<file path="config.mk">
export PLATFORM = sky130hd
export DESIGN_NAME = bsc_subtractor
export DESIGN_NICKNAME = d
export VERILOG_FILES = /design/src/rtl/bsc_pkg.sv /design/src/rtl/bsc_subtractor.sv
export SDC_FILE = /design/constraint.sdc
export NUM_CORES = 1
export LEC_CHECK = 0
export BUFFER_PORTS_ARGS = -buffer_cell sky130_fd_sc_hd__buf_2
export CAP_MARGIN = 20
export CORE_UTILIZATION = 24
export CTS_CLUSTER_DIAMETER = 40
export DETAILED_ROUTE_END_ITERATION = 8
export PLACE_DENSITY_LB_ADDON = 0.2
export SLEW_MARGIN = 20
export SYNTH_ARGS = -nofsm -noshare
export SYNTH_HDL_FRONTEND = slang
export SYNTH_SLANG_ARGS = --single-unit
</file>
<file path="constraint.sdc">
create_clock -name sys_clk -period 8.4 [get_ports sys_clk]
set_clock_uncertainty 0.2 [all_clocks]
set_input_delay 1.68 -clock sys_clk [delete_from_list [all_inputs] [get_ports sys_clk]]
set_output_delay 1.68 -clock sys_clk [all_outputs]
set_load 0.03 [all_outputs]
</file>
<file path="src/rtl/bsc_pkg.sv">
// Constants, types and commands shared by the borrow subtractor and compare block.
// Overview of operation
// RQ1 - Stage with both reflected bits one and no borrow drives low, setting its A bit.
// RQ2 - Both operand bits zero give half-difference one, borrow request upward, result one.
// RQ3 - Each stage output drives the set gates of both accumulator and shift register.
// RQ4 - Borrow request gate is one exactly when the stage itself must borrow.
// RQ5 - Borrow absorb gate is one when the stage satisfies a borrow without reborrowing.
// RQ6 - Propagate gate goes low on own request or an unabsorbed borrow from below.
// RQ7 - Normal path passes half-difference only when no lower borrow is outstanding.
// RQ8 - Borrow path is one for an unsatisfied incoming borrow; passes it and flips result.
// RQ9 - Of normal path and borrow path, one is always zero at each stage output.
// RQ10 - Index instruction variants test operand minus index value for a zero difference.
// RQ11 - Zero detect looks at paths of the lowest nine stages only; all zero means zero.
// RQ12 - Zero difference result goes to the skip command inverter of the timing chain.
// RQ13 - Zero detect output is used only during index register instructions.
// RQ14 - Divide subtracts divisor from dividend moved into the minuend by the left shift.
// RQ15 - Divisor above dividend causes end-around borrow and a quotient bit of zero.
// RQ16 - On end-around borrow, minuend goes back to accumulator before the next shift.
// RQ17 - Dividend not below divisor gates adder into accumulator and sets quotient bit.
// RQ18 - End-around borrow comes from top stage request or borrow passing it; feeds stage 0.
// RQ19 - Equal operands request no borrow; comparator reports greater-or-equal, bit one.
// RQ20 - Divide compare output is one exactly when an end-around borrow occurred.
// RQ21 - Minuend enters directly, each subtrahend bit in complemented form.
// RQ22 - Stage output one blocks the gate, so the cleared accumulator bit stays zero.
// RQ23 - Fifteen identical stages, weights one to two to the fourteenth, borrow wraps.
// RQ24 - Accumulator is cleared before each adder transfer so only low outputs set bits.
package bsc_pkg;

    // Word and field widths.
    localparam int WORD_W = 15;
    localparam int ZERO_BITS = 9;
    localparam int FC_W = 4;
    localparam int J_W = 2;

    // Instruction codes that steer the block.
    localparam logic [FC_W-1:0] FC_INDEX = 4'h6;
    localparam logic [FC_W-1:0] FC_DIVIDE = 4'h9;
    localparam logic [J_W-1:0] J_INDEX_A = 2'h1;
    localparam logic [J_W-1:0] J_INDEX_B = 2'h3;
    localparam logic [J_W-1:0] J_DIVIDE = 2'h3;

    // Reset and fill values of the word registers.
    localparam logic [WORD_W-1:0] WORD_ZERO = 15'h0000;
    localparam logic [WORD_W-1:0] WORD_ONES = 15'h7FFF;

    // One-cycle commands from the timing chain.
    typedef struct packed {
        logic load_x;
        logic load_d;
        logic clear_a;
        logic add_to_a;
        logic clear_s;
        logic add_to_s;
        logic div_step;
    } bsc_cmd_t;

    // Divide step sequence, one-hot.
    typedef enum logic [5:0] {
        ST_IDLE    = 6'h01,
        ST_SHIFT   = 6'h02,
        ST_CMP     = 6'h04,
        ST_RESTORE = 6'h08,
        ST_CLR     = 6'h10,
        ST_GATE    = 6'h20
    } bsc_state_t;

endpackage

</file>
<file path="src/rtl/bsc_subtractor.sv">
// Parallel subtractive adder with end-around borrow, zero detect and divide compare.
`timescale 1ns/1ps
module bsc_subtractor
    import bsc_pkg::*;
(
    // Clock and reset.
    input wire logic sys_clk,
    input wire logic rst_b,
    // Instruction decode from control.
    input wire logic [FC_W-1:0] func_code,
    input wire logic [J_W-1:0] j_code,
    // Commands and operand word.
    input wire bsc_cmd_t cmd,
    input wire logic [WORD_W-1:0] operand_in,
    // Registers shown to the rest of the machine.
    output logic [WORD_W-1:0] minuend,
    output logic [WORD_W-1:0] subtrahend,
    output logic [WORD_W-1:0] accumulator,
    output logic [WORD_W-1:0] shift_reg,
    output logic [WORD_W-1:0] quotient,
    // Adder levels and the divide busy flag to the control section.
    output logic [WORD_W-1:0] stage_output_gate,
    output logic skip_command_inverter,
    output logic divide_compare_out,
    output logic divide_busy
);

    logic [WORD_W-1:0] x_r;
    logic [WORD_W-1:0] x_nxt;
    logic [WORD_W-1:0] d_r;
    logic [WORD_W-1:0] d_nxt;
    logic [WORD_W-1:0] a_r;
    logic [WORD_W-1:0] a_nxt;
    logic [WORD_W-1:0] s_r;
    logic [WORD_W-1:0] s_nxt;
    logic [WORD_W-1:0] q_r;
    logic [WORD_W-1:0] q_nxt;
    bsc_state_t state_r;
    bsc_state_t state_nxt;

    // Reflected operands and per-stage gates.
    logic [WORD_W-1:0] d_refl;
    logic [WORD_W-1:0] borrow_request_gate;
    logic [WORD_W-1:0] borrow_absorb_gate;
    logic [WORD_W-1:0] half_difference;
    logic [WORD_W-1:0] half_diff_inverter;
    logic [WORD_W-1:0] borrow_in [2];
    logic [WORD_W-1:0] borrow_propagate_gate [2];
    logic [WORD_W-1:0] borrow_path_gate [2];
    logic [WORD_W-1:0] normal_path_gate;
    logic [WORD_W-1:0] result;
    logic [1:0] wrap_in;
    logic end_around;
    logic zero_detect_gate;
    logic index_active;
    logic divide_active;

    // The subtrahend enters complemented, the minuend as stored.
    assign d_refl = ~d_r; // see RQ21

    // Stage-local gates; these do not depend on any borrow.
    assign borrow_request_gate = ~x_r & d_refl; // see RQ2, RQ4
    assign borrow_absorb_gate = x_r & ~d_refl; // see RQ5
    assign half_difference = x_r ^ d_refl; // see RQ2
    assign half_diff_inverter = ~half_difference;

    // The end-around borrow would be a combinational loop in one chain, so the
    // ripple is built twice: pass 0 with no wrap finds the wrap, pass 1 uses it.
    // One's-complement subtraction never wraps a second time, so two passes suffice.
    assign wrap_in[0] = 1'b0;
    assign wrap_in[1] = ~borrow_propagate_gate[0][WORD_W-1]; // see RQ18
    assign end_around = wrap_in[1]; // see RQ18

    // Fifteen identical stages per pass.
    generate
        for (genvar p = 0; p < 2; p++)
        begin : g_pass
            for (genvar i = 0; i < WORD_W; i++)
            begin : g_stage // see RQ23
                if (i == 0)
                begin : g_low
                    assign borrow_in[p][i] = wrap_in[p]; // see RQ18
                end
                else
                begin : g_up
                    assign borrow_in[p][i] = ~borrow_propagate_gate[p][i-1];
                end
                // Unsatisfied incoming borrow, not overridden by an own request.
                assign borrow_path_gate[p][i] = borrow_in[p][i]
                    & ~borrow_absorb_gate[i] & ~borrow_request_gate[i]; // see RQ8
                // Low on own request or on a borrow this stage cannot absorb.
                assign borrow_propagate_gate[p][i] =
                    ~(borrow_request_gate[i] | borrow_path_gate[p][i]); // see RQ6
            end
        end
    endgenerate

    // Normal path carries the half-difference only with no borrow from below.
    assign normal_path_gate = ~half_diff_inverter & ~borrow_in[1]; // see RQ7
    assign result = normal_path_gate | borrow_path_gate[1]; // see RQ8, RQ9
    // Output circuit is active low: a low level lets the set gate fire.
    assign stage_output_gate = ~result; // see RQ1, RQ22

    // Zero detect over the low nine stages of the final pass.
    assign zero_detect_gate = ~|(normal_path_gate[ZERO_BITS-1:0]
        | borrow_path_gate[1][ZERO_BITS-1:0]); // see RQ11

    // Instruction decode for the two users of the compare outputs.
    assign index_active = (func_code == FC_INDEX)
        && ((j_code == J_INDEX_A) || (j_code == J_INDEX_B)); // see RQ10
    assign divide_active = (func_code == FC_DIVIDE) && (j_code == J_DIVIDE); // see RQ14

    // Skip level only while an index instruction runs.
    assign skip_command_inverter = index_active & zero_detect_gate; // see RQ12, RQ13
    // One means dividend below divisor.
    assign divide_compare_out = end_around; // see RQ15, RQ20

    // Divide step sequencer and register next values.
    always_comb
    begin
        state_nxt = state_r;
        x_nxt = x_r;
        d_nxt = d_r;
        a_nxt = a_r;
        s_nxt = s_r;
        q_nxt = q_r;
        if (cmd.load_x)
        begin
            x_nxt = operand_in;
        end
        if (cmd.load_d)
        begin
            d_nxt = operand_in;
        end
        if (cmd.clear_a)
        begin
            a_nxt = WORD_ZERO; // see RQ24
        end
        else if (cmd.add_to_a)
        begin
            a_nxt = a_r | result; // see RQ1, RQ3, RQ22
        end
        if (cmd.clear_s)
        begin
            s_nxt = WORD_ZERO;
        end
        else if (cmd.add_to_s)
        begin
            s_nxt = s_r | result; // see RQ3
        end
        unique case (state_r)
            ST_IDLE:
            begin
                if (cmd.div_step && divide_active)
                begin
                    state_nxt = ST_SHIFT;
                end
            end
            ST_SHIFT:
            begin
                // Left shift of A and Q; the shifted A lands in the minuend.
                a_nxt = {a_r[WORD_W-2:0], q_r[WORD_W-1]};
                q_nxt = {q_r[WORD_W-2:0], 1'b0};
                x_nxt = {a_r[WORD_W-2:0], q_r[WORD_W-1]}; // see RQ14
                state_nxt = ST_CMP;
            end
            ST_CMP:
            begin
                if (end_around)
                begin
                    state_nxt = ST_RESTORE; // see RQ15
                end
                else
                begin
                    state_nxt = ST_CLR; // see RQ17, RQ19
                end
            end
            ST_RESTORE:
            begin
                // Quotient bit stays zero; A gets the unreduced dividend back.
                a_nxt = x_r; // see RQ16
                state_nxt = ST_IDLE;
            end
            ST_CLR:
            begin
                a_nxt = WORD_ZERO; // see RQ24
                state_nxt = ST_GATE;
            end
            ST_GATE:
            begin
                a_nxt = a_r | result; // see RQ17
                q_nxt = {q_r[WORD_W-1:1], 1'b1}; // see RQ17, RQ19
                state_nxt = ST_IDLE;
            end
        endcase
    end

    // State registers.
    always_ff @(posedge sys_clk or negedge rst_b)
    begin
        if (!rst_b)
        begin
            state_r <= ST_IDLE;
            x_r <= WORD_ZERO;
            d_r <= WORD_ZERO;
            a_r <= WORD_ZERO;
            s_r <= WORD_ZERO;
            q_r <= WORD_ZERO;
        end
        else
        begin
            state_r <= state_nxt;
            x_r <= x_nxt;
            d_r <= d_nxt;
            a_r <= a_nxt;
            s_r <= s_nxt;
            q_r <= q_nxt;
        end
    end

    // Register outputs.
    assign minuend = x_r;
    assign subtrahend = d_r;
    assign accumulator = a_r;
    assign shift_reg = s_r;
    assign quotient = q_r;
    assign divide_busy = (state_r != ST_IDLE);
endmodule

</file>
==> impl_metrics.json, run 1 <==
{
  "synth_simple_gate_area_frac": 0.101,
  "postSynthAreaPerCell_sq_um": 10.5,
  "yosysTopAreaCell": "dfrtp_1",
  "grt_pass1_wl_um": 22800,
  "ant_nets": 0,
  "rows": 49,
  "synthTopCellsByArea": "dfrtp_1, ha_1, fa_1",
  "hold_buffers": 0,
  "synth_top_area_share": 0.450,
  "synth_area_sq_um": 4450,
  "powerDensity_nw_per_um2": 411,
  "fmax_mhz": 117,
  "timing.final.crit_share": 1.02,
  "yosys.area_share.adder": 0.144,
  "numCtsBuffers": 9,
  "dpl.hpwl_um": 10400,
  "drt_pre_antenna_iters": 8,
  "ff2ff_setup_slack_ns": 1.31,
  "violations": "design-rule violations, negative setup slack",
  "clk_pin_slew_ns": 0.08,
  "rsz0062_at_grt": "yes",
  "finalCriticalPeriod_ns": 8.53,
  "maxCapViolCount": 0,
  "postSynthNetCount": 498,
  "tightest_slew_ns": 0.979,
  "synth-compound-area-share": 0.153,
  "worst-path-max-fanout": 2,
  "min_path_type": "reg -> reg",
  "clk_latency_ns": 0.35,
  "port_buffers": 122,
  "grt_usage": 0.156,
  "synthCells": 425,
  "seq_area_frac_synth": 0.456,
  "p_leak_nw": 3.19,
  "synth_mux_area_frac": 0.0691,
  "synth_top_family_by_area": "compound AO/OA/AOI/OAI gates",
  "synthFlopType": "dfrtp_1",
  "die-area_sq_um": 19100,
  "gp_congestion": 0.820,
  "relSlewSlack": 0.346,
  "final-setup-viol-count": 2,
  "drv_slew": 0,
  "top_level_ports": 123,
  "synth_common_cells": "dfrtp_1, inv_1, nand2_1, o21ai_0",
  "die_h_um": 138,
  "setup_ws_ns": -0.134,
  "core_area_sq_um": 18100,
  "synth_edf_count": 0,
  "diodes": 0,
  "place_area_sq_um": 5780,
  "overflow": 0,
  "outcome": "complete, but fails checks",
  "tritoncts": "done",
  "antenna_found_initial": 0,
  "dp_worst_setup_slack_ns": -0.154,
  "vias_per_cell": 4.53,
  "initial_core_util": 0.246,
  "finalHoldViolCount": 0,
  "syn2layout_area_growth_pct": 41.0,
  "drtIter0Drc": 170,
  "min_from": "shift_reg[4]",
  "timing.rr.start": "subtrahend[6]",
  "wl_per_cell_um": 16.9,
  "grt_pass1_vias": 4079,
  "nets": 686,
  "h-tree-depth": 3,
  "clk_path_buf_depth": 2,
  "synth-seq-cells": 81,
  "utilization": 0.347,
  "drc_errors": 16,
  "wl_um": 14300,
  "cp.required_ns": 6.52,
  "arrival_ns": 6.65,
  "ir_worst_vdd_mv": 0.206,
  "ctsRootBufferMaster": "clkbuf_16",
  "synthArstFlopShare": 1.00,
  "r2r_cells": 29,
  "min_delay_worst_endpoint": "shift_reg[4]",
  "die_w_um": 138,
  "cp-start-kind": "flip-flop",
  "cts_sinks": 81,
  "cp-end-kind": "output pin",
  "rr_endpoint": "accumulator[14]",
  "finalInstanceArea_sq_um": 6270,
  "hold_depth": 2,
  "critical_path_class": "reg -> out",
  "grt_start_max_net_pins": 77,
  "synthMostInstantiatedCell": "dfrtp_1",
  "synth_cell_types": 42,
  "drive_gt1_frac": 0.482,
  "synth.yosys.warnings": 0,
  "hold_ws_ns": 0.291,
  "synth_xor_area_frac": 0.00393,
  "vias": 3841
}
-- power by group --
group	switching [mW]	leakage (nW)	internal, mW
combinational	0.961	2.03	0.603
sequential	0.0921	1.02	0.507
clock	0.176	0.147	0.242
total	1.23	3.19	1.35
-- critical path, cell delays in order, from the launching register on --
cell and delay [ns]:
dfrtp_2 0.37, inv_2 0.05, ha_4 0.14, nor2b_4 0.11
o21bai_1 0.12, and4b_1 0.24, o21ai_2 0.07, and2_4 0.17
fa_2 0.35, fa_2 0.35, fa_2 0.35, fa_2 0.35
fa_2 0.35, fa_2 0.34, fa_2 0.34, fa_2 0.34
fa_2 0.34, fa_2 0.34, fa_2 0.34, fa_2 0.34
inv_2 0.06, fa_2 0.19, fa_2 0.45, inv_2 0.07
buf_6 0.12
-- worst max path at each step --
stage                        from                     to  slack (ns)  depth (start not counted)
finish              subtrahend[6]  stage_output_gate[13]       -0.13                         24
global route           minuend[6]  stage_output_gate[13]       -0.37                         24
CTS                 subtrahend[1]  stage_output_gate[13]       -0.31                         24
detailed placement  subtrahend[1]  stage_output_gate[13]       -0.15                         24
global placement       minuend[2]  stage_output_gate[13]       -0.09                         24
floorplan              minuend[6]  stage_output_gate[13]        0.04                         23
-- kinds of logic (layout without fill, tap and decap cells) --
| group | count (synthesis) | after routing |
|---|---|---|
| adders and majority gates | 43 | 43 |
| xor gates and xnor gates | 2 | 2 |
| buffers and inverters | 71 | 264 |
| muxes | 29 | 29 |
| and+or+nand+nor | 92 | 92 |
| AOI/OAI and AO/OA | 107 | 107 |
| DFF | 81 | 81 |
-- timing repair --
item                                    4_1_cts  5_1_grt
pin swaps                                     5        5
endpoints found under the setup margin        3        4
endpoints found under the hold margin         0        0
resized for setup                            24        9
cloned                                        0        0
setup buffers                                 6        3
-- cells in the final DEF (no fill, tap or decap), types with 14 or more instances in the layout --
master / instances
dfrtp_2: 26
o21ai_0: 32
a21oi_1: 23
nor2_1: 27
mux2_2: 14
buf_2: 118
inv_1: 39
ha_1: 25
a22oi_1: 15
dfrtp_1: 54
mux2i_1: 15
buf_4: 75
fa_2: 14
nand2_1: 34
-- area by class of cell --
class                           count  area (sq um)
Fill cell                        1868         11800
Multi-Input combinational cell    273          2220
Sequential cell                    81          2060
Timing Repair Buffer              197          1200
Tap cell                          229           287
Clock buffer                       10           239
Inverter                           51           191
Clock inverter                      6          73.8
-- per-layer routing --
metal / track usage / vias up / part of all wire
li1: - / 1819 / -
met3: 0.0333 / 15 / 0.044
met1: 0.198 / 1903 / 0.46
met4: 0.0532 / 0 / 0.018
met2: 0.264 / 104 / 0.48
met5: 0 / - / 0
-- per-stage QoR --
stage          TNS (ns)  cells  power, mW
2_1_floorplan         0    425       1.60
3_3_place_gp     -0.148    822       2.08
3_5_place_dp     -0.285    822       2.10
4_1_cts          -0.642    844       2.60
5_1_grt          -0.783    847       2.76
6_report         -0.160    847       2.58
Note: power is estimated with default switching activity, not from simulation.
==> run 2: changes to the inputs <==
- RECOVER_POWER: unset -> 100
==> run 2 against run 1 <==
Compared with the run above: the run ends with design-rule violations, max-capacitance violations, max-slew violations, negative setup slack left; total power is 1.8% lower; critical path type unchanged; count of clock-buffer cells in the layout did not move; largest power group unchanged; worst setup slack better by 0.0049 ns; register-to-register slack about the same; cell count is the same; highest routed layer unchanged; first-iteration DRC count rose by 18%; largest cell class unchanged.
==> impl_metrics.json, run 2 (synthesis gave the netlist of run 1 again) <==
{
  "diodes": 0,
  "p_leak_nw": 2.85,
  "cts_sinks": 81,
  "final-setup-viol-count": 2,
  "gp_congestion": 0.820,
  "final_common_cell": "clkbuf_1",
  "r2r_cells": 29,
  "dpl.hpwl_um": 10400,
  "initial_core_util": 0.246,
  "layout_common_cells": "clkbuf_1, buf_4, dfrtp_1, inv_1, nand2_1",
  "h-tree-depth": 3,
  "drv_slew": 113,
  "antenna_found_initial": 0,
  "wl_per_cell_um": 16.9,
  "syn2layout_area_growth_pct": 37.7,
  "die-area_sq_um": 19100,
  "dp_worst_setup_slack_ns": -0.154,
  "tightest_slew_ns": 4.36,
  "die_h_um": 138,
  "finalCriticalPeriod_ns": 8.53,
  "numCtsBuffers": 9,
  "arrival_ns": 6.65,
  "die_w_um": 138,
  "cp-start-kind": "flip-flop",
  "stdcell_count": 847,
  "ctsRootBufferMaster": "clkbuf_16",
  "hold_depth": 2,
  "overflow": 0,
  "ant_nets": 0,
  "post-place-cells": 822,
  "drive_gt1_frac": 0.324,
  "clk_pin_slew_ns": 0.08,
  "vias": 3831,
  "ir_worst_vdd_mv": 0.198,
  "port_buffers": 122,
  "grt_pass1_vias": 4079,
  "critical_path_class": "reg -> out",
  "setup_ws_ns": -0.129,
  "ff2ff_setup_slack_ns": 1.31,
  "clk_latency_ns": 0.35,
  "grt_pass1_wl_um": 22800,
  "timing.rr.start": "subtrahend[6]",
  "rr_endpoint": "accumulator[14]",
  "core_area_sq_um": 18100,
  "finalHoldViolCount": 0,
  "rsz0062_at_grt": "yes",
  "top_level_ports": 123,
  "rows": 49,
  "hold_ws_ns": 0.296,
  "total_power_mw": 2.53,
  "powerDensity_nw_per_um2": 413,
  "tritoncts": "done",
  "min_from": "shift_reg[4]",
  "nets": 686,
  "clk_path_buf_depth": 2,
  "timing.final.crit_share": 1.02,
  "min_delay_worst_endpoint": "shift_reg[4]",
  "grt_start_max_net_pins": 77,
  "wl_um": 14300,
  "grt_usage": 0.156,
  "relSlewSlack": -1.91,
  "worst-path-max-fanout": 2,
  "min_path_type": "reg -> reg",
  "cp-end-kind": "output pin",
  "vias_per_cell": 4.52,
  "hold_buffers": 0,
  "maxCapViolCount": 2,
  "cp.required_ns": 6.52,
  "drt_pre_antenna_iters": 6,
  "fmax_mhz": 117,
  "drc_errors": 16,
  "violations": "design-rule violations, max-capacitance violations, max-slew violations, negative setup slack",
  "outcome": "complete, but fails checks",
  "drtIter0Drc": 200
}
## run 2: cell type report
type	instances	area, sq um
timing repair buffer	197	1070
clock buffer	10	239
inverter	51	191
multi-input combinational	273	2210
clock inverter	6	73.8
tap	229	287
sequential	81	2060
fill	1915	12000
## run 2: per-layer routing
metal,share of wire,vias up,GRT usage
li1,-,1819,-
met1,0.46,1904,0.198
met2,0.48,93,0.264
met3,0.042,15,0.0333
met4,0.018,0,0.0532
met5,0,-,0
## run 2: power by group
| group | total (mW) | switching (mW) | internal [mW] |
|---|---|---|---|
| combinational | 1.52 | 0.963 | 0.552 |
| sequential | 0.601 | 0.0932 | 0.508 |
| clock | 0.418 | 0.176 | 0.242 |
## run 2: stage by stage
step                      cell area, sq um   util  setup TNS, ns
after floorplan                       4510      -              0
after global placement                5780  0.319         -0.148
after detailed placement              5780  0.319         -0.285
after CTS                             6210  0.343         -0.642
after global routing                  6130  0.339         -0.783
final                                 6130  0.339         -0.160
## run 2: worst max-delay path by stage
stage,startpoint,to,slack [ns],depth (start not counted)
after floorplan,minuend[6],stage_output_gate[13],0.04,23
after global placement,minuend[2],stage_output_gate[13],-0.09,24
after detailed placement,subtrahend[1],stage_output_gate[13],-0.15,24
after CTS,subtrahend[1],stage_output_gate[13],-0.31,24
after global routing,minuend[6],stage_output_gate[13],-0.37,24
final,subtrahend[6],stage_output_gate[13],-0.13,24
## run 2: worst max-delay path: stages, from the launching register on
cell and delay [ns]:
dfrtp_2 0.37, inv_2 0.05, ha_4 0.14, nor2b_4 0.11, o21bai_1 0.12, and4b_1 0.24, o21ai_2 0.07, and2_4 0.17
fa_2 0.35, fa_2 0.35, fa_2 0.35, fa_2 0.35, fa_2 0.35, fa_2 0.34, fa_2 0.34, fa_2 0.34
fa_2 0.34, fa_2 0.34, fa_2 0.34, fa_2 0.34, inv_2 0.06, fa_2 0.19, fa_2 0.45, inv_2 0.07
buf_6 0.12
## run 2: repair_timing
| item | CTS | global route |
|---|---|---|
| endpoints found under the setup margin | 3 | 4 |
| pin swaps | 5 | 5 |
| setup buffers | 6 | 3 |
| resized for setup | 24 | 9 |
